[config.mk]
export PLATFORM = sky130hd
export DESIGN_NAME = end_device_sleep_wake
export DESIGN_NICKNAME = d
export VERILOG_FILES = /design/src/sleep_wake_pkg.sv /design/src/host_uart_rx.sv /design/src/end_device_sleep_wake.sv
export SDC_FILE = /design/constraint.sdc
export NUM_CORES = 1
export LEC_CHECK = 0
export BUFFER_PORTS_ARGS = -buffer_cell sky130_fd_sc_hd__buf_2
export CELL_PAD_IN_SITES_DETAIL_PLACEMENT = 1
export CELL_PAD_IN_SITES_GLOBAL_PLACEMENT = 2
export CORE_MARGIN = 8
export CORE_UTILIZATION = 35
export CTS_BUF_LIST = sky130_fd_sc_hd__clkbuf_4 sky130_fd_sc_hd__clkbuf_8
export CTS_CLUSTER_SIZE = 10
export DETAILED_ROUTE_END_ITERATION = 10
export PLACE_DENSITY = 0.87
export SLEW_MARGIN = 10
export SYNTH_ARGS = -nofsm -noshare
export SYNTH_HDL_FRONTEND = slang
export SYNTH_SLANG_ARGS = --single-unit
[constraint.sdc]
create_clock -name CORE_CLK -period 4.6 [get_ports CORE_CLK]
set_input_delay 1.15 -clock CORE_CLK [delete_from_list [all_inputs] [get_ports CORE_CLK]]
set_output_delay 1.15 -clock CORE_CLK [all_outputs]
set_load 0.01 [all_outputs]
[src/sleep_wake_pkg.sv]
// Constants, types and register map of the end-device sleep and wake sequencer
// Operation
// Mode 2, analog on: pushbutton wake gives reset, target set-up, analog report.
// Awake in mode 2 or 3: pushbutton press is reported only if reporting is on.
// Mode 2, analog off, key on, interval set: timer wake then key report.
// Mode 2, both off: pushbutton wake only, set-up, sleep one second later.
// Host serial bytes taken while awake are forwarded to the target.
// Once the target is set the node sleeps by itself.
// Mode 3: the interval timer never wakes the node.
// Mode 3, key on: pushbutton wake gives reset, set-up, key report.
// Mode 3, key off: set-up, then sleep one second after it completes.
// Host wakes node, awaits acknowledge, sends escape within the one-second window. Code: no serial wake or escape handling.
// Timed report order: wake, reset, join, set-up, send, acknowledge, standby, sleep.
// Host serial link runs at any rate from 9600 to 230400 bit/s.
// Modes 2 and 3 wake on pushbutton low level, not on an edge.
// Interval setting in seconds sets the timer wake period.
// Ok and error outputs high while asleep, low after waking.
// Interval timer restarts from zero on every sleep entry.
package sleep_wake_pkg;
    localparam int CLK_HZ       = 250_000_000;
    localparam int STANDBY_S    = 1;
    localparam int STANDBY_CYC  = CLK_HZ * STANDBY_S;
    localparam int BAUD_MIN_BPS = 9600;
    localparam int BAUD_MAX_BPS = 230400;
    localparam logic [15:0] BAUD_DIV_MAX = 16'(CLK_HZ / BAUD_MIN_BPS);
    localparam logic [15:0] BAUD_DIV_MIN = 16'(CLK_HZ / BAUD_MAX_BPS);

    ////////////////////////////////////////////////////////////////////////////
    localparam logic [4:0] ADR_CTRL     = 5'h00;
    localparam logic [4:0] ADR_INTERVAL = 5'h04;
    localparam logic [4:0] ADR_BAUD     = 5'h08;
    localparam logic [4:0] ADR_STATE    = 5'h0c;
    localparam logic [4:0] ADR_IRQ_STAT = 5'h10;
    localparam logic [4:0] ADR_IRQ_MASK = 5'h14;

    localparam logic [15:0] INTERVAL_RST = 16'h0000;
    localparam logic [3:0]  IRQ_MASK_RST = 4'h0;
    localparam int IRQ_W     = 4;
    localparam int IRQ_WAKE  = 0;
    localparam int IRQ_ACK   = 1;
    localparam int IRQ_OVR   = 2;
    localparam int IRQ_SLEEP = 3;

    ////////////////////////////////////////////////////////////////////////////
    typedef struct packed {
        logic key_en;
        logic adc_en;
        logic mode3;
        logic run;
    } ctrl_t;
    localparam ctrl_t CTRL_RST = 4'h0;

    typedef enum logic [2:0] {
        ST_IDLE  = 3'h0,
        ST_SLEEP = 3'h1,
        ST_NRST  = 3'h3,
        ST_JOIN  = 3'h2,
        ST_TGT   = 3'h6,
        ST_SEND  = 3'h7,
        ST_ACKW  = 3'h5,
        ST_STBY  = 3'h4
    } seq_state_t;

    typedef enum logic [1:0] {
        RPT_NONE   = 2'h0,
        RPT_ANALOG = 2'h1,
        RPT_KEY    = 2'h2,
        RPT_SERIAL = 2'h3
    } report_t;

    typedef struct packed {
        report_t     kind;
        logic [15:0] data;
    } send_t;

    typedef enum logic [1:0] {
        RX_IDLE  = 2'h0,
        RX_START = 2'h1,
        RX_DATA  = 2'h3,
        RX_STOP  = 2'h2
    } rx_state_t;
endpackage : sleep_wake_pkg

[src/host_uart_rx.sv]
// Host serial receiver with programmable bit divisor
module host_uart_rx import sleep_wake_pkg::*; #(
    parameter int DATA_W = 8
) (
    input  wire logic              clk,
    input  wire logic              rst_n,
    input  wire logic              rx,
    input  wire logic [15:0]       div,
    output logic                   byte_valid,
    output logic [DATA_W-1:0]      byte_data,
    output logic                   frame_err
);
    localparam int IDX_W = (DATA_W > 1) ? $clog2(DATA_W) : 1;

    rx_state_t          st_r, st_nxt;
    logic [15:0]        cnt_r, cnt_nxt;
    logic [IDX_W-1:0]   idx_r, idx_nxt;
    logic [DATA_W-1:0]  sh_r, sh_nxt;
    logic               vld_r, vld_nxt, fe_r, fe_nxt;

    always_comb begin
        st_nxt  = st_r;
        cnt_nxt = cnt_r;
        idx_nxt = idx_r;
        sh_nxt  = sh_r;
        vld_nxt = 1'b0;
        fe_nxt  = 1'b0;
        case (st_r)
            RX_IDLE: begin
                if (!rx) begin
                    st_nxt  = RX_START;
                    cnt_nxt = {1'b0, div[15:1]};
                end
            end
            RX_START: begin
                if (cnt_r == 16'h0000) begin
                    // Glitch shorter than half a bit is dropped
                    st_nxt  = rx ? RX_IDLE : RX_DATA;
                    cnt_nxt = div - 16'h0001;
                    idx_nxt = '0;
                end else begin
                    cnt_nxt = cnt_r - 16'h0001;
                end
            end
            RX_DATA: begin
                if (cnt_r == 16'h0000) begin
                    sh_nxt  = {rx, sh_r[DATA_W-1:1]};
                    cnt_nxt = div - 16'h0001;
                    if (idx_r == IDX_W'(DATA_W - 1)) begin
                        st_nxt = RX_STOP;
                    end else begin
                        idx_nxt = idx_r + 1'b1;
                    end
                end else begin
                    cnt_nxt = cnt_r - 16'h0001;
                end
            end
            RX_STOP: begin
                if (cnt_r == 16'h0000) begin
                    st_nxt  = RX_IDLE;
                    vld_nxt = rx;
                    fe_nxt  = !rx;
                end else begin
                    cnt_nxt = cnt_r - 16'h0001;
                end
            end
            default: st_nxt = RX_IDLE;
        endcase
    end

    always_ff @(posedge clk or negedge rst_n) begin
        if (!rst_n) begin
            st_r  <= RX_IDLE;
            cnt_r <= 16'h0000;
            idx_r <= '0;
            sh_r  <= '0;
            vld_r <= 1'b0;
            fe_r  <= 1'b0;
        end else begin
            st_r  <= st_nxt;
            cnt_r <= cnt_nxt;
            idx_r <= idx_nxt;
            sh_r  <= sh_nxt;
            vld_r <= vld_nxt;
            fe_r  <= fe_nxt;
        end
    end

    assign byte_valid = vld_r;
    assign byte_data  = sh_r;
    assign frame_err  = fe_r;
endmodule : host_uart_rx

[src/end_device_sleep_wake.sv]
// End-device sleep, wake and report sequencer with Avalon-MM registers
module end_device_sleep_wake import sleep_wake_pkg::*; #(
    parameter int CYC_PER_SEC = STANDBY_CYC
) (
    input  wire logic        CORE_CLK,
    input  wire logic        RST_N,
    input  wire logic [4:0]  AVS_ADDRESS,
    input  wire logic        AVS_READ,
    input  wire logic        AVS_WRITE,
    input  wire logic [31:0] AVS_WRITEDATA,
    input  wire logic [3:0]  AVS_BYTEENABLE,
    output logic [31:0]      AVS_READDATA,
    output logic             AVS_WAITREQUEST,
    output logic             IRQ,
    input  wire logic        KEY_N,
    input  wire logic        UART_RX,
    output logic             OK,
    output logic             ERROR,
    output logic             STATUS,
    output logic             NODE_RST,
    output logic             JOIN_REQ,
    input  wire logic        JOIN_DONE,
    output logic             TGT_REQ,
    input  wire logic        TGT_DONE,
    input  wire logic [9:0]  ADC_VALUE,
    output logic             SEND_VALID,
    output send_t            SEND_REQ,
    input  wire logic        TGT_ACK,
    input  wire logic        TGT_NAK
);
    localparam int PRE_W = $clog2(CYC_PER_SEC + 1);

    function automatic logic [15:0] merge16(input logic [15:0] old, input logic [31:0] wd,
                                            input logic [3:0] be);
        merge16 = {be[1] ? wd[15:8] : old[15:8], be[0] ? wd[7:0] : old[7:0]};
    endfunction : merge16

    function automatic logic [15:0] clamp_div(input logic [15:0] d);
        // Out-of-range divisors would leave the supported rate band
        if (d < BAUD_DIV_MIN) clamp_div = BAUD_DIV_MIN;
        else if (d > BAUD_DIV_MAX) clamp_div = BAUD_DIV_MAX;
        else clamp_div = d;
    endfunction : clamp_div

    ////////////////////////////////////////////////////////////////////////////
    // Pin synchronisers: a change counts once second and third stage agree
    logic [2:0] key_s_r, rx_s_r;
    logic       key_lvl_r, key_lvl_nxt, key_prev_r, rx_lvl_r, rx_lvl_nxt;

    always_comb begin
        key_lvl_nxt = (key_s_r[1] == key_s_r[2]) ? key_s_r[2] : key_lvl_r;
        rx_lvl_nxt  = (rx_s_r[1] == rx_s_r[2]) ? rx_s_r[2] : rx_lvl_r;
    end

    always_ff @(posedge CORE_CLK or negedge RST_N) begin
        if (!RST_N) begin
            key_s_r    <= 3'h7;
            rx_s_r     <= 3'h7;
            key_lvl_r  <= 1'b1;
            key_prev_r <= 1'b1;
            rx_lvl_r   <= 1'b1;
        end else begin
            key_s_r    <= {key_s_r[1:0], KEY_N};
            rx_s_r     <= {rx_s_r[1:0], UART_RX};
            key_lvl_r  <= key_lvl_nxt;
            key_prev_r <= key_lvl_r;
            rx_lvl_r   <= rx_lvl_nxt;
        end
    end

    logic       key_low, key_fall, rx_valid;
    logic [7:0] rx_data;
    logic [15:0] baud_r;

    assign key_low  = !key_lvl_r;
    assign key_fall = key_prev_r && !key_lvl_r;

    host_uart_rx #(.DATA_W(8)) u_rx (
        .clk        (CORE_CLK),
        .rst_n      (RST_N),
        .rx         (rx_lvl_r),
        .div        (baud_r),
        .byte_valid (rx_valid),
        .byte_data  (rx_data),
        .frame_err  ()
    );

    ////////////////////////////////////////////////////////////////////////////
    // Sequencer
    ctrl_t      ctrl_r;
    logic [15:0] interval_r;
    seq_state_t st_r, st_nxt;
    logic [PRE_W-1:0] pre_r, pre_nxt;
    logic [15:0] secs_r, secs_nxt;
    logic       boot_r, boot_nxt, ser_pend_r, ser_pend_nxt, key_pend_r, key_pend_nxt;
    logic [7:0] ser_data_r, ser_data_nxt;
    logic       sec_tick, tmr_ok, timer_due, awake_set, ovr_ev;
    send_t      send_nxt;
    report_t    wake_rpt;

    assign sec_tick  = (pre_r == PRE_W'(CYC_PER_SEC - 1));
    assign tmr_ok    = ctrl_r.run && !ctrl_r.mode3 && (interval_r != 16'h0000)
                       && (ctrl_r.adc_en || ctrl_r.key_en);
    assign timer_due = tmr_ok && sec_tick
                       && (({1'b0, secs_r} + 17'h00001) >= {1'b0, interval_r});
    assign awake_set = (st_r == ST_SEND) || (st_r == ST_ACKW) || (st_r == ST_STBY);
    assign wake_rpt  = (ctrl_r.adc_en && !ctrl_r.mode3) ? RPT_ANALOG :
                       ctrl_r.key_en ? RPT_KEY : RPT_NONE;

    always_comb begin
        st_nxt       = st_r;
        boot_nxt     = boot_r;
        send_nxt     = SEND_REQ;
        ser_pend_nxt = ser_pend_r;
        ser_data_nxt = ser_data_r;
        key_pend_nxt = key_pend_r;
        ovr_ev       = 1'b0;
        case (st_r)
            ST_IDLE: begin
                if (ctrl_r.run) begin
                    st_nxt   = ST_NRST;
                    boot_nxt = 1'b1;
                end
            end
            ST_SLEEP: begin
                if (!ctrl_r.run) st_nxt = ST_IDLE;
                else if (key_low) st_nxt = ST_NRST;
                else if (timer_due) st_nxt = ST_NRST;
            end
            ST_NRST: st_nxt = ST_JOIN;
            ST_JOIN: if (JOIN_DONE) st_nxt = ST_TGT;
            ST_TGT: begin
                if (TGT_DONE) begin
                    boot_nxt = 1'b0;
                    if (boot_r) st_nxt = ST_SLEEP;
                    else if (wake_rpt == RPT_NONE) st_nxt = ST_STBY;
                    else begin
                        st_nxt        = ST_SEND;
                        send_nxt.kind = wake_rpt;
                        send_nxt.data = (wake_rpt == RPT_ANALOG) ? {6'h00, ADC_VALUE}
                                                                 : {15'h0000, key_low};
                    end
                end
            end
            ST_SEND: st_nxt = ST_ACKW;
            ST_ACKW: if (TGT_ACK || TGT_NAK) st_nxt = ST_STBY;
            ST_STBY: begin
                if (!ctrl_r.run) st_nxt = ST_IDLE;
                else if (ser_pend_r) begin
                    st_nxt        = ST_SEND;
                    ser_pend_nxt  = 1'b0;
                    send_nxt.kind = RPT_SERIAL;
                    send_nxt.data = {8'h00, ser_data_r};
                end else if (key_pend_r) begin
                    st_nxt        = ST_SEND;
                    key_pend_nxt  = 1'b0;
                    send_nxt.kind = RPT_KEY;
                    send_nxt.data = {15'h0000, 1'b1};
                end else if (!key_low && sec_tick) st_nxt = ST_SLEEP;
            end
            default: st_nxt = ST_IDLE;
        endcase
        // Press while awake; set wins over the take above
        if (awake_set && key_fall && ctrl_r.key_en) key_pend_nxt = 1'b1;
        // Single holding byte; a byte that finds it full is dropped and flagged
        if (rx_valid && awake_set) begin
            if (ser_pend_nxt) ovr_ev = 1'b1;
            else begin
                ser_pend_nxt = 1'b1;
                ser_data_nxt = rx_data;
            end
        end
        if (st_nxt == ST_IDLE) begin
            ser_pend_nxt = 1'b0;
            key_pend_nxt = 1'b0;
        end
    end

    // One prescaler serves both the interval and the standby second
    always_comb begin
        pre_nxt  = sec_tick ? '0 : pre_r + 1'b1;
        secs_nxt = secs_r;
        if ((st_r == ST_SLEEP) && sec_tick) secs_nxt = secs_r + 16'h0001;
        if (st_nxt != st_r || (st_r == ST_STBY && key_low)) pre_nxt = '0;
        if (st_nxt == ST_SLEEP && st_r != ST_SLEEP) secs_nxt = 16'h0000;
    end

    always_ff @(posedge CORE_CLK or negedge RST_N) begin
        if (!RST_N) begin
            st_r       <= ST_IDLE;
            boot_r     <= 1'b0;
            pre_r      <= '0;
            secs_r     <= 16'h0000;
            ser_pend_r <= 1'b0;
            ser_data_r <= 8'h00;
            key_pend_r <= 1'b0;
            SEND_REQ   <= '0;
            SEND_VALID <= 1'b0;
            NODE_RST   <= 1'b0;
            JOIN_REQ   <= 1'b0;
            TGT_REQ    <= 1'b0;
            OK         <= 1'b0;
            ERROR      <= 1'b0;
            STATUS     <= 1'b0;
        end else begin
            st_r       <= st_nxt;
            boot_r     <= boot_nxt;
            pre_r      <= pre_nxt;
            secs_r     <= secs_nxt;
            ser_pend_r <= ser_pend_nxt;
            ser_data_r <= ser_data_nxt;
            key_pend_r <= key_pend_nxt;
            SEND_REQ   <= send_nxt;
            SEND_VALID <= (st_nxt == ST_SEND);
            NODE_RST   <= (st_nxt == ST_NRST);
            JOIN_REQ   <= (st_nxt == ST_JOIN);
            TGT_REQ    <= (st_nxt == ST_TGT);
            OK         <= (st_nxt == ST_SLEEP);
            ERROR      <= (st_nxt == ST_SLEEP);
            STATUS     <= (st_nxt == ST_SLEEP) || (st_nxt == ST_SEND) ||
                          (st_nxt == ST_ACKW) || (st_nxt == ST_STBY);
        end
    end

    ////////////////////////////////////////////////////////////////////////////
    // Avalon-MM slave: answers in the second cycle of every request
    logic        ack_r, ack_nxt, wr_go;
    logic [31:0] rmux, rdata_nxt;
    ctrl_t       ctrl_nxt;
    logic [15:0] interval_nxt, baud_nxt;
    logic [IRQ_W-1:0] istat_r, istat_nxt, imask_r, imask_nxt, ev;

    assign ev = {st_nxt == ST_SLEEP && st_r != ST_SLEEP, ovr_ev,
                 st_r == ST_ACKW && st_nxt == ST_STBY,
                 st_r == ST_SLEEP && st_nxt == ST_NRST};

    always_comb begin
        ack_nxt      = (AVS_READ || AVS_WRITE) && !ack_r;
        wr_go        = ack_r && AVS_WRITE;
        ctrl_nxt     = ctrl_r;
        interval_nxt = interval_r;
        baud_nxt     = baud_r;
        imask_nxt    = imask_r;
        istat_nxt    = istat_r;
        case (AVS_ADDRESS)
            ADR_CTRL:     rmux = {28'h0000000, ctrl_r};
            ADR_INTERVAL: rmux = {16'h0000, interval_r};
            ADR_BAUD:     rmux = {16'h0000, baud_r};
            ADR_STATE:    rmux = {28'h0000000, st_r == ST_SLEEP, st_r};
            ADR_IRQ_STAT: rmux = {28'h0000000, istat_r};
            ADR_IRQ_MASK: rmux = {28'h0000000, imask_r};
            default:      rmux = 32'h00000000;
        endcase
        rdata_nxt = (ack_nxt && AVS_READ) ? rmux : AVS_READDATA;
        if (wr_go && AVS_BYTEENABLE[0]) begin
            case (AVS_ADDRESS)
                ADR_CTRL:     ctrl_nxt = AVS_WRITEDATA[3:0];
                ADR_IRQ_STAT: istat_nxt = istat_r & ~AVS_WRITEDATA[IRQ_W-1:0];
                ADR_IRQ_MASK: imask_nxt = AVS_WRITEDATA[IRQ_W-1:0];
                default: ;
            endcase
        end
        if (wr_go && AVS_ADDRESS == ADR_INTERVAL)
            interval_nxt = merge16(interval_r, AVS_WRITEDATA, AVS_BYTEENABLE);
        if (wr_go && AVS_ADDRESS == ADR_BAUD)
            baud_nxt = clamp_div(merge16(baud_r, AVS_WRITEDATA, AVS_BYTEENABLE));
        // Event in the clearing cycle survives
        istat_nxt = istat_nxt | ev;
    end

    always_ff @(posedge CORE_CLK or negedge RST_N) begin
        if (!RST_N) begin
            ack_r           <= 1'b0;
            AVS_WAITREQUEST <= 1'b1;
            AVS_READDATA    <= 32'h00000000;
            ctrl_r          <= CTRL_RST;
            interval_r      <= INTERVAL_RST;
            baud_r          <= BAUD_DIV_MAX;
            istat_r         <= '0;
            imask_r         <= IRQ_MASK_RST;
            IRQ             <= 1'b0;
        end else begin
            ack_r           <= ack_nxt;
            AVS_WAITREQUEST <= !ack_nxt;
            AVS_READDATA    <= rdata_nxt;
            ctrl_r          <= ctrl_nxt;
            interval_r      <= interval_nxt;
            baud_r          <= baud_nxt;
            istat_r         <= istat_nxt;
            imask_r         <= imask_nxt;
            IRQ             <= |(istat_nxt & imask_nxt);
        end
    end
endmodule : end_device_sleep_wake

==> reports/qor.txt <==
Synth warnings -> 0
Critical Path RT -> 4.98 ns
io pins -> 120
hold_sp -> key_s_r[0]
Reg-to-Reg Start -> secs_r[0]
clock net sink count -> 178
antenna violations before repair -> 0
dominant cell type by area after synthesis -> dfrtp_1
Initial DRC Count -> 376
largest net degree at the start of global routing -> 64
nets -> 1202
grt total ovfl -> 0
DRT Pass-1 Iters -> 4
mapped cell area -> 0.00999 sq mm
DR vias/cell -> 5.38
Hold Path Cell Cnt -> 0
Worst Skew -> 0.0258 ns
post-synthesis sequential area ratio -> 44.8%
fin crit period -> 4.07 ns
WL per Instance -> 18.7 um
post-detail-place hpwl -> 21200 um
worst hold endpoint -> key_s_r[1]
max_cap viols -> 0
Inst Count DP -> 1484
latest clock arrival within the worst-skew pair -> 0.49 ns
htree depth -> 4
Die ar. -> 0.0342 sq mm
post-synth top area share -> 39.8%
sequential power share -> 45.5%
DR vias -> 8159
drt drc -> 0
Final setup viols -> 0
final period utilization -> 88.5%
top achievable clock speed -> 246 MHz
CORE AREA -> 0.0284 sq mm
commonest non-fill, non-tap cell in the layout -> dfrtp_1
worst path arrival time -> 4.46 ns
R2R Setup Slk -> 0.53 ns
Clk pwr share -> 26.1%
Syn Area/Cell -> 9.45 sq um
Final ANT Viol Nets -> 0
combinational share of power -> 28.4%
most frequent cells in the layout -> dfrtp_1, nand2_1, buf_2, o21ai_0, nor2_1
Slew HR -> 34.6%
Tightest Pin Transition -> 0.978 ns
root buffer cell -> clkbuf_8
Routed Wire Length -> 28400 um
critical path class -> register to register
Initial Util -> 35.2%
Tightest Hold Check Type -> register to register
fin cells -> 1516
die width -> 185 um
GPL Wtd Cong -> 0.829
CTS clk-pin slew, worst paths -> 0.11 ns
RR Endpoint -> pre_r[23]
Slew Viols, Final -> 0
flops & latches, synth -> 178
top cells by area, synth -> dfrtp_1, dfstp_2, nand2_1
# rows -> 62
TNS Setup -> 0 ns
first-pass GRT wire length -> 46800 um
crit end category -> register
Psw -> 1700 uW
pwr dens -> 399 mW/mm^2
vias in the first global route -> 8731
most used flip-flop cell after synthesis -> dfrtp_1
antenna cells -> 0
clock buffer depth -> 2
outcome -> finished, final reports clean
Buffers on Ports -> 79
ys async rst share -> 100%
Post-synth EDFFs -> 0
RSZ-0062 raised after global routing -> false
Area Overhead vs Synth -> 11.3%
layout cells sized above 1 -> 18.3%
postcts setup bufs -> 0
Internal -> 2730 uW
Final Hold Fails -> 0
GRT Total Usage -> 17.1%
Sw Share -> 38.4%
CTS tree -> yes
P_leak -> 0.00483 uW
crit path launch type -> register
Post-Syn Instances -> 1058
CTS Buf Count -> 17
# hold bufs at CTS -> 0
worst r2r path cells -> 17
peak supply drop -> 0.203 mV
Distinct cells, synth -> 90
Max FO, Critical Path -> 28
die height -> 185 um
# resized after CTS -> 0
## power groups by stage
stage | Combinational, uW | Sequential (uW) | Clock [uW]
final | 1260 | 2020 | 1160
after global placement | 1220 | 2040 | 0
after detailed placement | 1280 | 2050 | 0
after floorplan | 918 | 1950 | 0
after CTS | 1290 | 2010 | 1190
after global routing | 1430 | 2060 | 1250
## worst max-delay path: stages (launching register included)
cell and delay (ns):
dfrtp_1 0.44, ha_1 0.29, nand3_1 0.13, nor4_1 0.33
and3_1 0.29, and3_1 0.26, and3_1 0.24, xor2_1 0.16
ha_1 0.27, a211oi_1 0.24, o21ai_0 0.12, o221ai_1 0.15
o311ai_0 0.17, buf_4 0.18, nand4_1 0.11, a31oi_2 0.13
buf_12 0.18, nor4_1 0.28
## cell type report
cell class	instances	area (sq um)
Fill cell	3327	17300
Multi-Input combinational cell	781	5010
Sequential cell	178	4480
Timing Repair Buffer	96	554
Tap cell	384	480
Clock buffer	17	234
Clock inverter	15	198
Inverter	45	169
## synthesized netlist by cell type, drive strengths merged, types with 32 or more instances
cell type / instances
o21ai: 72
xor2: 34
buf: 47
inv: 45
dfrtp: 159
nand3: 33
nor3: 34
nor2: 68
a21oi: 56
mux2: 33
nor4: 32
nand2: 114
## through the flow
stage | util [%] | worst slack (ns) | hold WS, ns | area (sq um) | total power, uW
global route | 39.2 | 0.125 | 0.377 | 11100 | 4730
detailed placement | 37.7 | 0.516 | 0.347 | 10700 | 3320
CTS | 39.2 | 0.489 | 0.364 | 11100 | 4490
global placement | 37.7 | 0.587 | 0.347 | 10700 | 3260
finish | 39.2 | 0.527 | 0.362 | 11100 | 4430
floorplan | - | 0.720 | 0.345 | 10100 | 2870
## logic make-up (layout without fill, tap and decap cells)
logic type               after synthesis  count (layout)  synth area share [%]
XOR/XNOR                              58              58                  5.08
adder cells (fa/ha/maj)               24              24                  2.95
AO/OA/AOI/OAI                        245             245                  16.1
AND/OR/NAND/NOR                      390             390                  20.4
flip-flops                           178             178                  44.8
multiplexers                          42              42                  4.75
other                                  1              22                0.0375
buffers and inverters                120             173                  5.85
## per-layer routing
layer | vias up | wire [um] | global-route usage, % | share of wire (%)
met5 | - | 0 | 0 | 0
met4 | 0 | 793 | 6.05 | 2.8
met3 | 46 | 533 | 2.69 | 1.9
met2 | 102 | 15000 | 31.1 | 53
met1 | 4102 | 12000 | 20.3 | 42
li1 | 3909 | - | - | -
## worst max path at each step
stage                          from         to  slack, ns  depth (start not counted)
after global routing      secs_r[0]  pre_r[13]       0.13                         17
after floorplan           secs_r[0]  pre_r[15]       0.72                         16
after detailed placement  secs_r[0]   pre_r[1]       0.52                         17
after CTS                 secs_r[0]   pre_r[1]       0.49                         17
final                     secs_r[0]  pre_r[23]       0.53                         17
after global placement    secs_r[0]   pre_r[1]       0.59                         17
## state kept, by name, indices dropped and copies added, names as in the netlist, 4 cells and up
name,flops
AVS_READDATA,16
istat_r,4
pre_r,28
ctrl_r,4
SEND_REQ,12
secs_r,16
imask_r,4
ser_data_r,8
baud_r,16
u_rx.cnt_r,16
u_rx.byte_data,8
interval_r,16
Note: power is estimated with default switching activity, not from simulation.
